`src/logic/amp_fault_pkg.sv`:
```
// constants, register map and timing for the amplifier fault manager
// assumes a 100 MHz core clock and a plain one-cycle register port
package amp_fault_pkg;

  // ==========================================================================
  // register port
  localparam int          ADDR_W          = 8;
  localparam int          DATA_W          = 32;
  localparam logic [7:0]  ADDR_CTRL       = 8'h00;
  localparam logic [7:0]  ADDR_ERR        = 8'h04;
  localparam logic [7:0]  ADDR_IRQ_STAT   = 8'h08;
  localparam logic [7:0]  ADDR_IRQ_MASK   = 8'h0C;

  // ==========================================================================
  // field positions and reset values
  localparam int          NUM_ERR         = 6;
  localparam int          NUM_CH          = 2;
  localparam int          BIT_OV          = 0;
  localparam int          BIT_UV          = 1;
  localparam int          BIT_CLK         = 2;
  localparam int          BIT_OC          = 3;
  localparam int          BIT_DC          = 4;
  localparam int          BIT_OT          = 5;
  localparam int          BIT_PIN         = 6;
  localparam int          BIT_REC         = 7;
  localparam int          CTRL_SD_BIT     = 0;
  localparam logic        CTRL_SD_RESET   = 1'b1;
  localparam logic [5:0]  MASK_RESET      = 6'h00;

  // ==========================================================================
  // timing
  localparam int unsigned CLK_HZ          = 100_000_000;
  localparam int unsigned DC_DETECT_MS    = 420;
  localparam int unsigned DC_DETECT_CYC   = (CLK_HZ / 1000) * DC_DETECT_MS;
  localparam int unsigned RECOVERY_US     = 1000;
  localparam int unsigned RECOVERY_CYC    = (CLK_HZ / 1_000_000) * RECOVERY_US;
  localparam int          CNT_W           = 32;

  // duty measurement window for dc detection
  localparam int unsigned DUTY_WIN        = 256;
  localparam int unsigned DUTY_PCT        = 60;
  localparam int unsigned DUTY_THR        = (DUTY_WIN * DUTY_PCT) / 100;

endpackage

```
`src/logic/amp_fault_manager.sv`:
```
// fault classification, fault pin, recovery and interrupt logic of the amplifier
// assumes synchronous condition inputs and a one-cycle register port
//
// Design decisions made here: strobed register access and the address decode.
`timescale 1ns/100ps
`default_nettype none

module amp_fault_manager
  import amp_fault_pkg::*;
#(
  parameter int unsigned DC_CYCLES       = DC_DETECT_CYC,
  parameter int unsigned RECOVERY_CYCLES = RECOVERY_CYC
) (
  input  wire logic              core_clk_i,
  input  wire logic              rst_n_i,
  // protection conditions
  input  wire logic              ov_cond_i,
  input  wire logic              uv_cond_i,
  input  wire logic              clk_ratio_bad_i,
  input  wire logic              clk_rate_bad_i,
  input  wire logic              clk_stopped_i,
  input  wire logic              oc_cond_i,
  input  wire logic              ot_cond_i,
  input  wire logic              ot_below_hyst_i,
  input  wire logic [NUM_CH-1:0] out_p_i,
  input  wire logic [NUM_CH-1:0] out_n_i,
  // shutdown pin and open-drain fault pin
  input  wire logic              amp_shutdown_n_i,
  input  wire logic              fault_out_n_i,
  output logic                   fault_out_n_o,
  output logic                   fault_out_n_oe_n_o,
  output logic                   power_stage_en_o,
  // register port
  input  wire logic [ADDR_W-1:0] addr_i,
  input  wire logic [DATA_W-1:0] wdata_i,
  input  wire logic              we_i,
  input  wire logic              re_i,
  output logic      [DATA_W-1:0] rdata_o,
  output logic                   irq_o
);

  // ==========================================================================
  // dc detection per channel
  logic [NUM_CH-1:0] dc_ch;

  genvar ch;
  generate
    for (ch = 0; ch < NUM_CH; ch++) begin : g_dc
      dc_duty_monitor #(
        .HOLD_CYCLES (DC_CYCLES)
      ) u_mon (
        .core_clk_i (core_clk_i),
        .rst_n_i    (rst_n_i),
        .out_p_i    (out_p_i[ch]),
        .out_n_i    (out_n_i[ch]),
        .dc_err_o   (dc_ch[ch])
      );
    end
  endgenerate

  // ==========================================================================
  // state
  typedef struct packed {
    logic               sd_bit;
    logic [2:0]         lat;
    logic               toggled;
    logic [CNT_W-1:0]   timer;
    logic [NUM_ERR-1:0] prev;
    logic [NUM_ERR-1:0] irq_stat;
    logic [NUM_ERR-1:0] irq_mask;
    logic [DATA_W-1:0]  rdata;
    logic               fault_drv;
    logic               fault_oe_n;
    logic               pwr_en;
    logic               irq;
  } mgr_state_t;

  mgr_state_t s_reg;
  mgr_state_t s_next;

  // ==========================================================================
  // next state
  always_comb begin
    logic               sd_n;
    logic               clk_err;
    logic [2:0]         cond;
    logic [2:0]         lat_set;
    logic [2:0]         lat_clr;
    logic               clear_ok;
    logic [NUM_ERR-1:0] err;
    err      = '0;
    sd_n     = amp_shutdown_n_i & s_reg.sd_bit;
    clk_err  = clk_ratio_bad_i | clk_rate_bad_i | clk_stopped_i;
    cond     = {ot_cond_i, |dc_ch, oc_cond_i};
    lat_set  = cond & {3{sd_n}};
    clear_ok = s_reg.toggled && (s_reg.timer == '0);
    lat_clr  = {clear_ok & ot_below_hyst_i, clear_ok, clear_ok};
    s_next   = s_reg;
    s_next.rdata = '0;

    // latching errors and recovery
    s_next.lat = (s_reg.lat & ~lat_clr) | lat_set;
    if (!sd_n && (|s_reg.lat)) begin
      s_next.toggled = 1'b1;
    end
    if (s_next.lat == 3'b000) begin
      s_next.toggled = 1'b0;
    end
    if (|(lat_set & ~s_reg.lat)) begin
      s_next.timer = CNT_W'(RECOVERY_CYCLES);
    end else if (s_reg.timer != '0) begin
      s_next.timer = s_reg.timer - CNT_W'(1);
    end

    // live error vector
    err[BIT_OV]  = ov_cond_i;
    err[BIT_UV]  = uv_cond_i;
    err[BIT_CLK] = clk_err;
    err[BIT_OC]  = s_next.lat[0];
    err[BIT_DC]  = s_next.lat[1];
    err[BIT_OT]  = s_next.lat[2];
    s_next.prev  = err;

    // fault pin and power stage
    s_next.fault_drv  = 1'b0;
    s_next.fault_oe_n = ~((|s_next.lat) | clk_err);
    s_next.pwr_en     = sd_n & ~(|s_next.lat) & ~clk_err
                      & ~ov_cond_i & ~uv_cond_i;

    // register writes
    if (we_i) begin
      case (addr_i)
        ADDR_CTRL: begin
          s_next.sd_bit = wdata_i[CTRL_SD_BIT];
        end
        ADDR_IRQ_STAT: begin
          s_next.irq_stat = s_reg.irq_stat & ~wdata_i[NUM_ERR-1:0];
        end
        ADDR_IRQ_MASK: begin
          s_next.irq_mask = wdata_i[NUM_ERR-1:0];
        end
        default: begin
          s_next.sd_bit = s_next.sd_bit;
        end
      endcase
    end
    s_next.irq_stat = s_next.irq_stat | (err & ~s_reg.prev);
    s_next.irq      = |(s_next.irq_stat & s_next.irq_mask);

    // register reads
    if (re_i) begin
      case (addr_i)
        ADDR_CTRL: begin
          s_next.rdata[CTRL_SD_BIT] = s_reg.sd_bit;
        end
        ADDR_ERR: begin
          s_next.rdata[NUM_ERR-1:0] = s_reg.prev;
          s_next.rdata[BIT_PIN]     = fault_out_n_i;
          s_next.rdata[BIT_REC]     = s_reg.timer != '0;
        end
        ADDR_IRQ_STAT: begin
          s_next.rdata[NUM_ERR-1:0] = s_reg.irq_stat;
        end
        ADDR_IRQ_MASK: begin
          s_next.rdata[NUM_ERR-1:0] = s_reg.irq_mask;
        end
        default: begin
          s_next.rdata = '0;
        end
      endcase
    end
  end

  // ==========================================================================
  // state register
  always_ff @(posedge core_clk_i or negedge rst_n_i) begin
    if (!rst_n_i) begin
      s_reg            <= '0;
      s_reg.sd_bit     <= CTRL_SD_RESET;
      s_reg.irq_mask   <= MASK_RESET;
      s_reg.fault_oe_n <= 1'b1;
    end else begin
      s_reg <= s_next;
    end
  end

  // ==========================================================================
  // outputs
  assign fault_out_n_o      = s_reg.fault_drv;
  assign fault_out_n_oe_n_o = s_reg.fault_oe_n;
  assign power_stage_en_o   = s_reg.pwr_en;
  assign rdata_o            = s_reg.rdata;
  assign irq_o              = s_reg.irq;

endmodule

`default_nettype wire

```
`src/logic/dc_duty_monitor.sv`:
```
// per-channel differential duty monitor for dc detection
// assumes output pwm levels synchronous to core_clk_i
`timescale 1ns/100ps
`default_nettype none

module dc_duty_monitor
  import amp_fault_pkg::*;
#(
  parameter int unsigned HOLD_CYCLES = DC_DETECT_CYC
) (
  input  wire logic core_clk_i,
  input  wire logic rst_n_i,
  input  wire logic out_p_i,
  input  wire logic out_n_i,
  output logic      dc_err_o
);

  // ==========================================================================
  // state
  typedef struct packed {
    logic [7:0]       win_cnt;
    logic [8:0]       pos_cnt;
    logic [8:0]       neg_cnt;
    logic             pol;
    logic             pol_valid;
    logic [CNT_W-1:0] hold;
    logic             err;
  } mon_state_t;

  mon_state_t s_reg;
  mon_state_t s_next;

  // ==========================================================================
  // duty counting
  always_comb begin
    logic [8:0] pos_sum;
    logic [8:0] neg_sum;
    logic       hi_pos;
    logic       hi_neg;
    pos_sum = s_reg.pos_cnt + {8'h00, out_p_i & ~out_n_i};
    neg_sum = s_reg.neg_cnt + {8'h00, out_n_i & ~out_p_i};
    hi_pos  = pos_sum > 9'(DUTY_THR);
    hi_neg  = neg_sum > 9'(DUTY_THR);
    s_next  = s_reg;
    s_next.win_cnt = s_reg.win_cnt + 8'h01;
    s_next.pos_cnt = pos_sum;
    s_next.neg_cnt = neg_sum;
    if (s_reg.win_cnt == 8'(DUTY_WIN - 1)) begin
      s_next.pos_cnt = 9'h000;
      s_next.neg_cnt = 9'h000;
      if (hi_pos || hi_neg) begin
        s_next.pol       = hi_pos;
        s_next.pol_valid = 1'b1;
        if (s_reg.pol_valid && (s_reg.pol == hi_pos)) begin
          if (s_reg.hold <= CNT_W'(HOLD_CYCLES)) begin
            s_next.hold = s_reg.hold + CNT_W'(DUTY_WIN);
          end
        end else begin
          s_next.hold = CNT_W'(DUTY_WIN);
        end
      end else begin
        s_next.pol_valid = 1'b0;
        s_next.hold      = '0;
      end
    end
    s_next.err = s_next.hold > CNT_W'(HOLD_CYCLES);
  end

  always_ff @(posedge core_clk_i or negedge rst_n_i) begin
    if (!rst_n_i) begin
      s_reg <= '0;
    end else begin
      s_reg <= s_next;
    end
  end

  assign dc_err_o = s_reg.err;

endmodule

`default_nettype wire

```
`config.mk`:
```
export PLATFORM = sky130hd
export DESIGN_NAME = amp_fault_manager
export DESIGN_NICKNAME = d
export VERILOG_FILES = /design/src/logic/amp_fault_pkg.sv /design/src/logic/amp_fault_manager.sv /design/src/logic/dc_duty_monitor.sv
export SDC_FILE = /design/constraint.sdc
export NUM_CORES = 1
export LEC_CHECK = 0
export ABC_AREA = 1
export ABC_CLOCK_PERIOD_IN_PS = 3300
export CORE_ASPECT_RATIO = 0.8
export CORE_MARGIN = 2
export CORE_UTILIZATION = 55
export CTS_CLUSTER_SIZE = 28
export DETAILED_ROUTE_END_ITERATION = 6
export DONT_BUFFER_PORTS = 1
export GPL_ROUTABILITY_DRIVEN = 0
export PLACE_DENSITY = 0.7
export REMOVE_ABC_BUFFERS = 1
export SLEW_MARGIN = 20
export SYNTH_ARGS = -nofsm -noshare
export SYNTH_HDL_FRONTEND = slang
export SYNTH_HIERARCHICAL = 1
export SYNTH_SLANG_ARGS = --single-unit
```
`constraint.sdc`:
```
create_clock -name core_clk_i -period 3.3 [get_ports core_clk_i]
set_clock_uncertainty 0.05 [all_clocks]
set_input_delay 0.825 -clock core_clk_i [delete_from_list [all_inputs] [get_ports core_clk_i]]
set_output_delay 0.825 -clock core_clk_i [all_outputs]
set_load 0.03 [all_outputs]
```
### Yosys cells after proc, flatten, opt, wreduce, memory -nomap -nowiden

Index checks and enable logic that the tools add are counted.

* add/subtract/negate cells: 9
* magnitude comparators: 8
* equality and inequality tests: 7
* muxes and demuxes: 21
* bitwise logic cells: 34
* reduce and logical (&&, ||, !) cells: 21

Operators by type and width (count)
* $mux 32: 6
* $mux 52: 2
* $mux 33: 2
* $add 32x9->32 const B: 2
* $gt 32x26->1 const B: 2
* $le 32x26->1 const B: 2
* $add 9x1->9: 4
* $gt 9x8->1 const B: 4
* $logic_not 32->1: 1
* $reduce_bool 32->1: 1
* $sub 32x1->32 const B: 1
* $and 6x6->6: 3
* $add 8x1->8 const B: 2
* $eq 8x4->1 const B: 2
* $eq 8x8->1 const B: 2
* $pmux 5 s3: 1
* $mux 12: 1
* $mux 6: 2
* $not 6->6: 2
* $and 1x1->1: 10
* $and 3x3->3: 3
* $not 1->1: 9
* $reduce_or 3->1: 3
* $eq 8x3->1 const B: 1
* 18 further kinds: 32

* register bits after elaboration: 212
* word-level logic and storage cells: 125

### Logic depth before layout (Yosys ltp)

* depth after elaboration: 12
* mapped depth: 25
* mapped depth without buffers: 24

### Cells and area by module

The synthesis kept the hierarchy.

Modules (own cells, without submodules)
* dc_duty_monitor: times used 2, cells each 471, area an instance 3508.4 µm²
* amp_fault_manager: times used 1, cells each 451, area an instance 3687.3 µm²

### Worst setup path before layout

OpenSTA, ideal clock, no wires.

* path type: input port to flip-flop
* start point: in out_p_i[0]
* end point: reg g_dc[0].u_mon.s_reg (netlist bit g_dc[0].u_mon/dc_err_o)
* arrival: 2.790 ns
* data required time: 3.132 ns
* setup slack: 0.342 ns
* stages on the path: 19
* path buffers: 1
* cell sequence: inv_1 nor2_1 ha_1 ha_1 nand4_1 nor3_2 xnor2_1 nand4_2 nand3_2 nand2_4 buf_6 nand2_2 nand2_1 nor2_2 nand2_1 nor2_1 nand3_1 nand2_1 nor2_2

RTL lines
* from (decl): line amp_fault_manager.sv:25 `input wire logic [NUM_CH-1:0] out_p_i,`
* to (signal assigned): line dc_duty_monitor.sv:73 `s_reg <= s_next;`
* to (decl): line dc_duty_monitor.sv:30 `mon_state_t s_reg;`

==> impl_metrics.tcl <==
set metrics [dict create \
    cts_setup_buffers 0 \
    max-slew-margin-rel_pct 64.1 \
    r2r-start "g_dc[0].u_mon/s_reg[44]" \
    die_h_um 129 \
    synthMuxAreaShare_pct 0 \
    worstSkewPairLatency_ns 0.44 \
    synthAdderAreaFrac_pct 1.87 \
    cts_resized 0 \
    rsz0062_at_grt "no" \
    synthFlopType "dfrtp_1" \
    ant_nets 0 \
    vias 8350 \
    worstMarginPinSlew_ns 0.534 \
    final.setup.tns_ns 0 \
    synthSimpleGateAreaFrac_pct 33.1 \
    grt_pass1_wl_um 35900 \
    worstPathArrival_ns 3.20 \
    core_area_um2 19000 \
    rows 45 \
    clock.fmax_mhz 342 \
    tritoncts "yes" \
    synth.avg_cell_area_um2 7.68 \
    end_kind "flip-flop" \
    status "finished clean" \
    syn_to_final_growth_pct 7.33 \
    drc 0 \
    critPathMaxStageDelay_ns 0.23 \
    setup_viol 0 \
    vdd.ir_drop.worst_mv 0.302 \
    synth_xor_area_share_pct 4.83 \
    clock-root-buffer "clkbuf_16" \
    hp-class "in -> async" \
    synth_area_leaders "dfrtp_1 (43%), nand2_1 (10%), inv_1 (7.5%)" \
    slowest_stage "ha_1" \
    dp_cells 1651 \
    first_global_vias 7764 \
    yosysTopAreaCellShare_pct 42.8 \
    grt.total_usage_pct 21.1 \
    cts_sinks 185 \
    drive_above_1_share_pct 11.9 \
    grt.overflow.total 0 \
    ys_seq_area_share_pct 43.3 \
    grt_antenna_before_repair 0 \
    path_class "in -> reg" \
    synth_top_family_by_area "simple AND/OR/NAND/NOR gates" \
    hold_viol_final 0 \
    synth-async-reset-ratio_pct 100 \
    synth.largest_area_cell "dfrtp_1" \
    avgRoutedWirePerCell_um 12.2 \
    die_width_um 160 \
    initial_core_util_pct 56.2 \
    synth_cell_types 46 \
    yosys-top-cells-count "nand2_1 (299), inv_1 (213), nor2_1 (200), dfrtp_1 (183), nand3_1 (89)" \
    period_share_pct 88.7 \
    largest_register_ffs 120 \
    first_pass_iters 5 \
    final_cells 1683 \
    drt_iter0_drc 571 \
    cts_hold_buf 0 \
    ios 94 \
    dieArea_um2 20600 \
    crit_chain "inv_1 -> nor2_1 -> ha_1 -> ha_1 -> nand3_1 -> o21bai_2 -> nand2_1 -> nor2_1 -> nand2_1 -> nand2_2 -> nand3_1 -> nand2_1 -> nand3_2 -> nand2_4 -> nand2_1 -> nor2_1 -> nand2_1 -> nor2_1 -> nand4_1 -> nor2_1 -> nor2_2" \
    cts_buffer_depth 2 \
    crit_buf_inv 1 \
    ys_warn_count 6 \
    syn_area_um2 10700 \
    fin_crit_ns 2.93 \
    yosys.cell_count.top_type "nand2_1" \
    critPathTopFamily "simple AND/OR/NAND/NOR gates" \
    synthCells 1393 \
    startpoint "out_p_i[1]" \
    fin_nets 1486 \
    h-tree-depth 4 \
    grt_max_degree 186 \
    cts_buffers 17 \
    ys_ff_latch 185 \
    leakage_nw 6.01 \
    cp-start-kind "input pin" \
    required_ns 3.57 \
    finalMaxSlewViolations 0 \
    cts.reportedPaths.clkPinSlew_ns 0.07 \
    hold_slack_ns 0.0269 \
    synth_compound_area_share_pct 5.48 \
    wl_um 20500 \
    insertedDiodeCount 0 \
    avgViaCountPerCell 4.96 \
    power.density_nw_per_um2 485 \
    synth_edf_count 0 \
    maxCapViolCount 0 \
    portBuffers 0 \
    cp_max_fo 12 \
    dp_hpwl_um 14800 \
]
-- worst paths after layout --
| check | cells after the start | slack (ns) | endpoint |
|---|---|---|---|
| max reg2reg | 16 | 0.48 | g_dc[0].u_mon/dc_err_o |
| max | 21 | 0.37 | g_dc[1].u_mon/dc_err_o |
| min reg2reg | 1 | 0.40 | g_dc[1].u_mon/s_reg[53] |
| min in group core_clk_i | 0 | 0.37 | s_reg[49] |
| min | 0 | 0.03 | g_dc[0].u_mon/s_reg[37] |
| max in group asynchronous | 0 | 2.88 | fault_out_n_oe_n_o |
-- logic make-up after synthesis --
kind of cell / count (synthesis)
XOR/XNOR: 59
buffers and inverters: 274
AO/OA/AOI/OAI: 105
AND/OR/NAND/NOR: 753
flip-flops: 185
other: 1
adder cells (fa/ha/maj): 16
-- placed cells by master (no fill, tap or decap), drive strengths merged, types with 2 or more instances in the layout --
cell type	instances
nor3	46
nor2	227
nor4	3
clkbuf	18
conb	25
o21bai	2
a21oi	40
inv	226
clkinvlp	3
o31ai	2
xnor2	20
o211ai	4
nand3	103
nand4	31
o21ai	46
clkinv	8
nand3b	9
o22ai	4
xor2	39
o21a	4
dfstp	2
buf	26
nand2	334
ha	16
dfrtp	183
-- cell type report --
| type | instances | area [um2] |
|---|---|---|
| multi-input cells | 958 | 4940 |
| inverters | 224 | 846 |
| flip-flops and latches | 185 | 4630 |
| repair buffers | 26 | 195 |
| clock buffers | 18 | 429 |
| well taps | 258 | 323 |
| fillers | 1685 | 7540 |
| clock inverters | 14 | 124 |
-- through the flow --
stage / power (mW) / util [%] / setup slack, ns / cell area, um2
final: 5.58 / 60.4 / 0.372 / 11500
after global routing: 5.92 / 60.4 / 0.0375 / 11500
after CTS: 5.63 / 60.4 / 0.368 / 11500
after detailed placement: 3.68 / 57.5 / -0.0167 / 10900
after global placement: 3.64 / 57.5 / -0.0171 / 10900
after floorplan: 3.47 / - / 0.267 / 10400
-- per-layer routing --
layer  GRT usage, %  part of all wire (%)  vias up
met1           31.5                    52     3815
met5              0                     0        -
met3           3.93                   4.7       15
met4           4.61                  0.84        0
li1               -                     -     4349
met2           32.2                    43      171
-- worst register-to-register path: stages (launching register included) --
cell and delay (ns):
dfrtp_1 0.37, ha_1 0.23, ha_1 0.24, nand4_1 0.14, nor3_2 0.06, xnor2_1 0.39, nand3_1 0.13, nand2_1 0.11
nand3_2 0.09, nand2_4 0.18, inv_2 0.13, nor2_2 0.16, nand2_1 0.08, nor2_1 0.08, nand4_1 0.09, nor2_1 0.14
nor2_2 0.05
-- where the power goes --
| group | internal, mW | leakage, nW | total, mW | switching (mW) |
|---|---|---|---|---|
| Sequential | 2.50 | 2.10 | 2.73 | 0.223 |
| Combinational | 0.362 | 3.64 | 0.912 | 0.550 |
| Clock | 1.05 | 0.269 | 1.94 | 0.892 |
| Total | 3.91 | 6.01 | 5.58 | 1.66 |
Power figures use the tool's default switching activity.
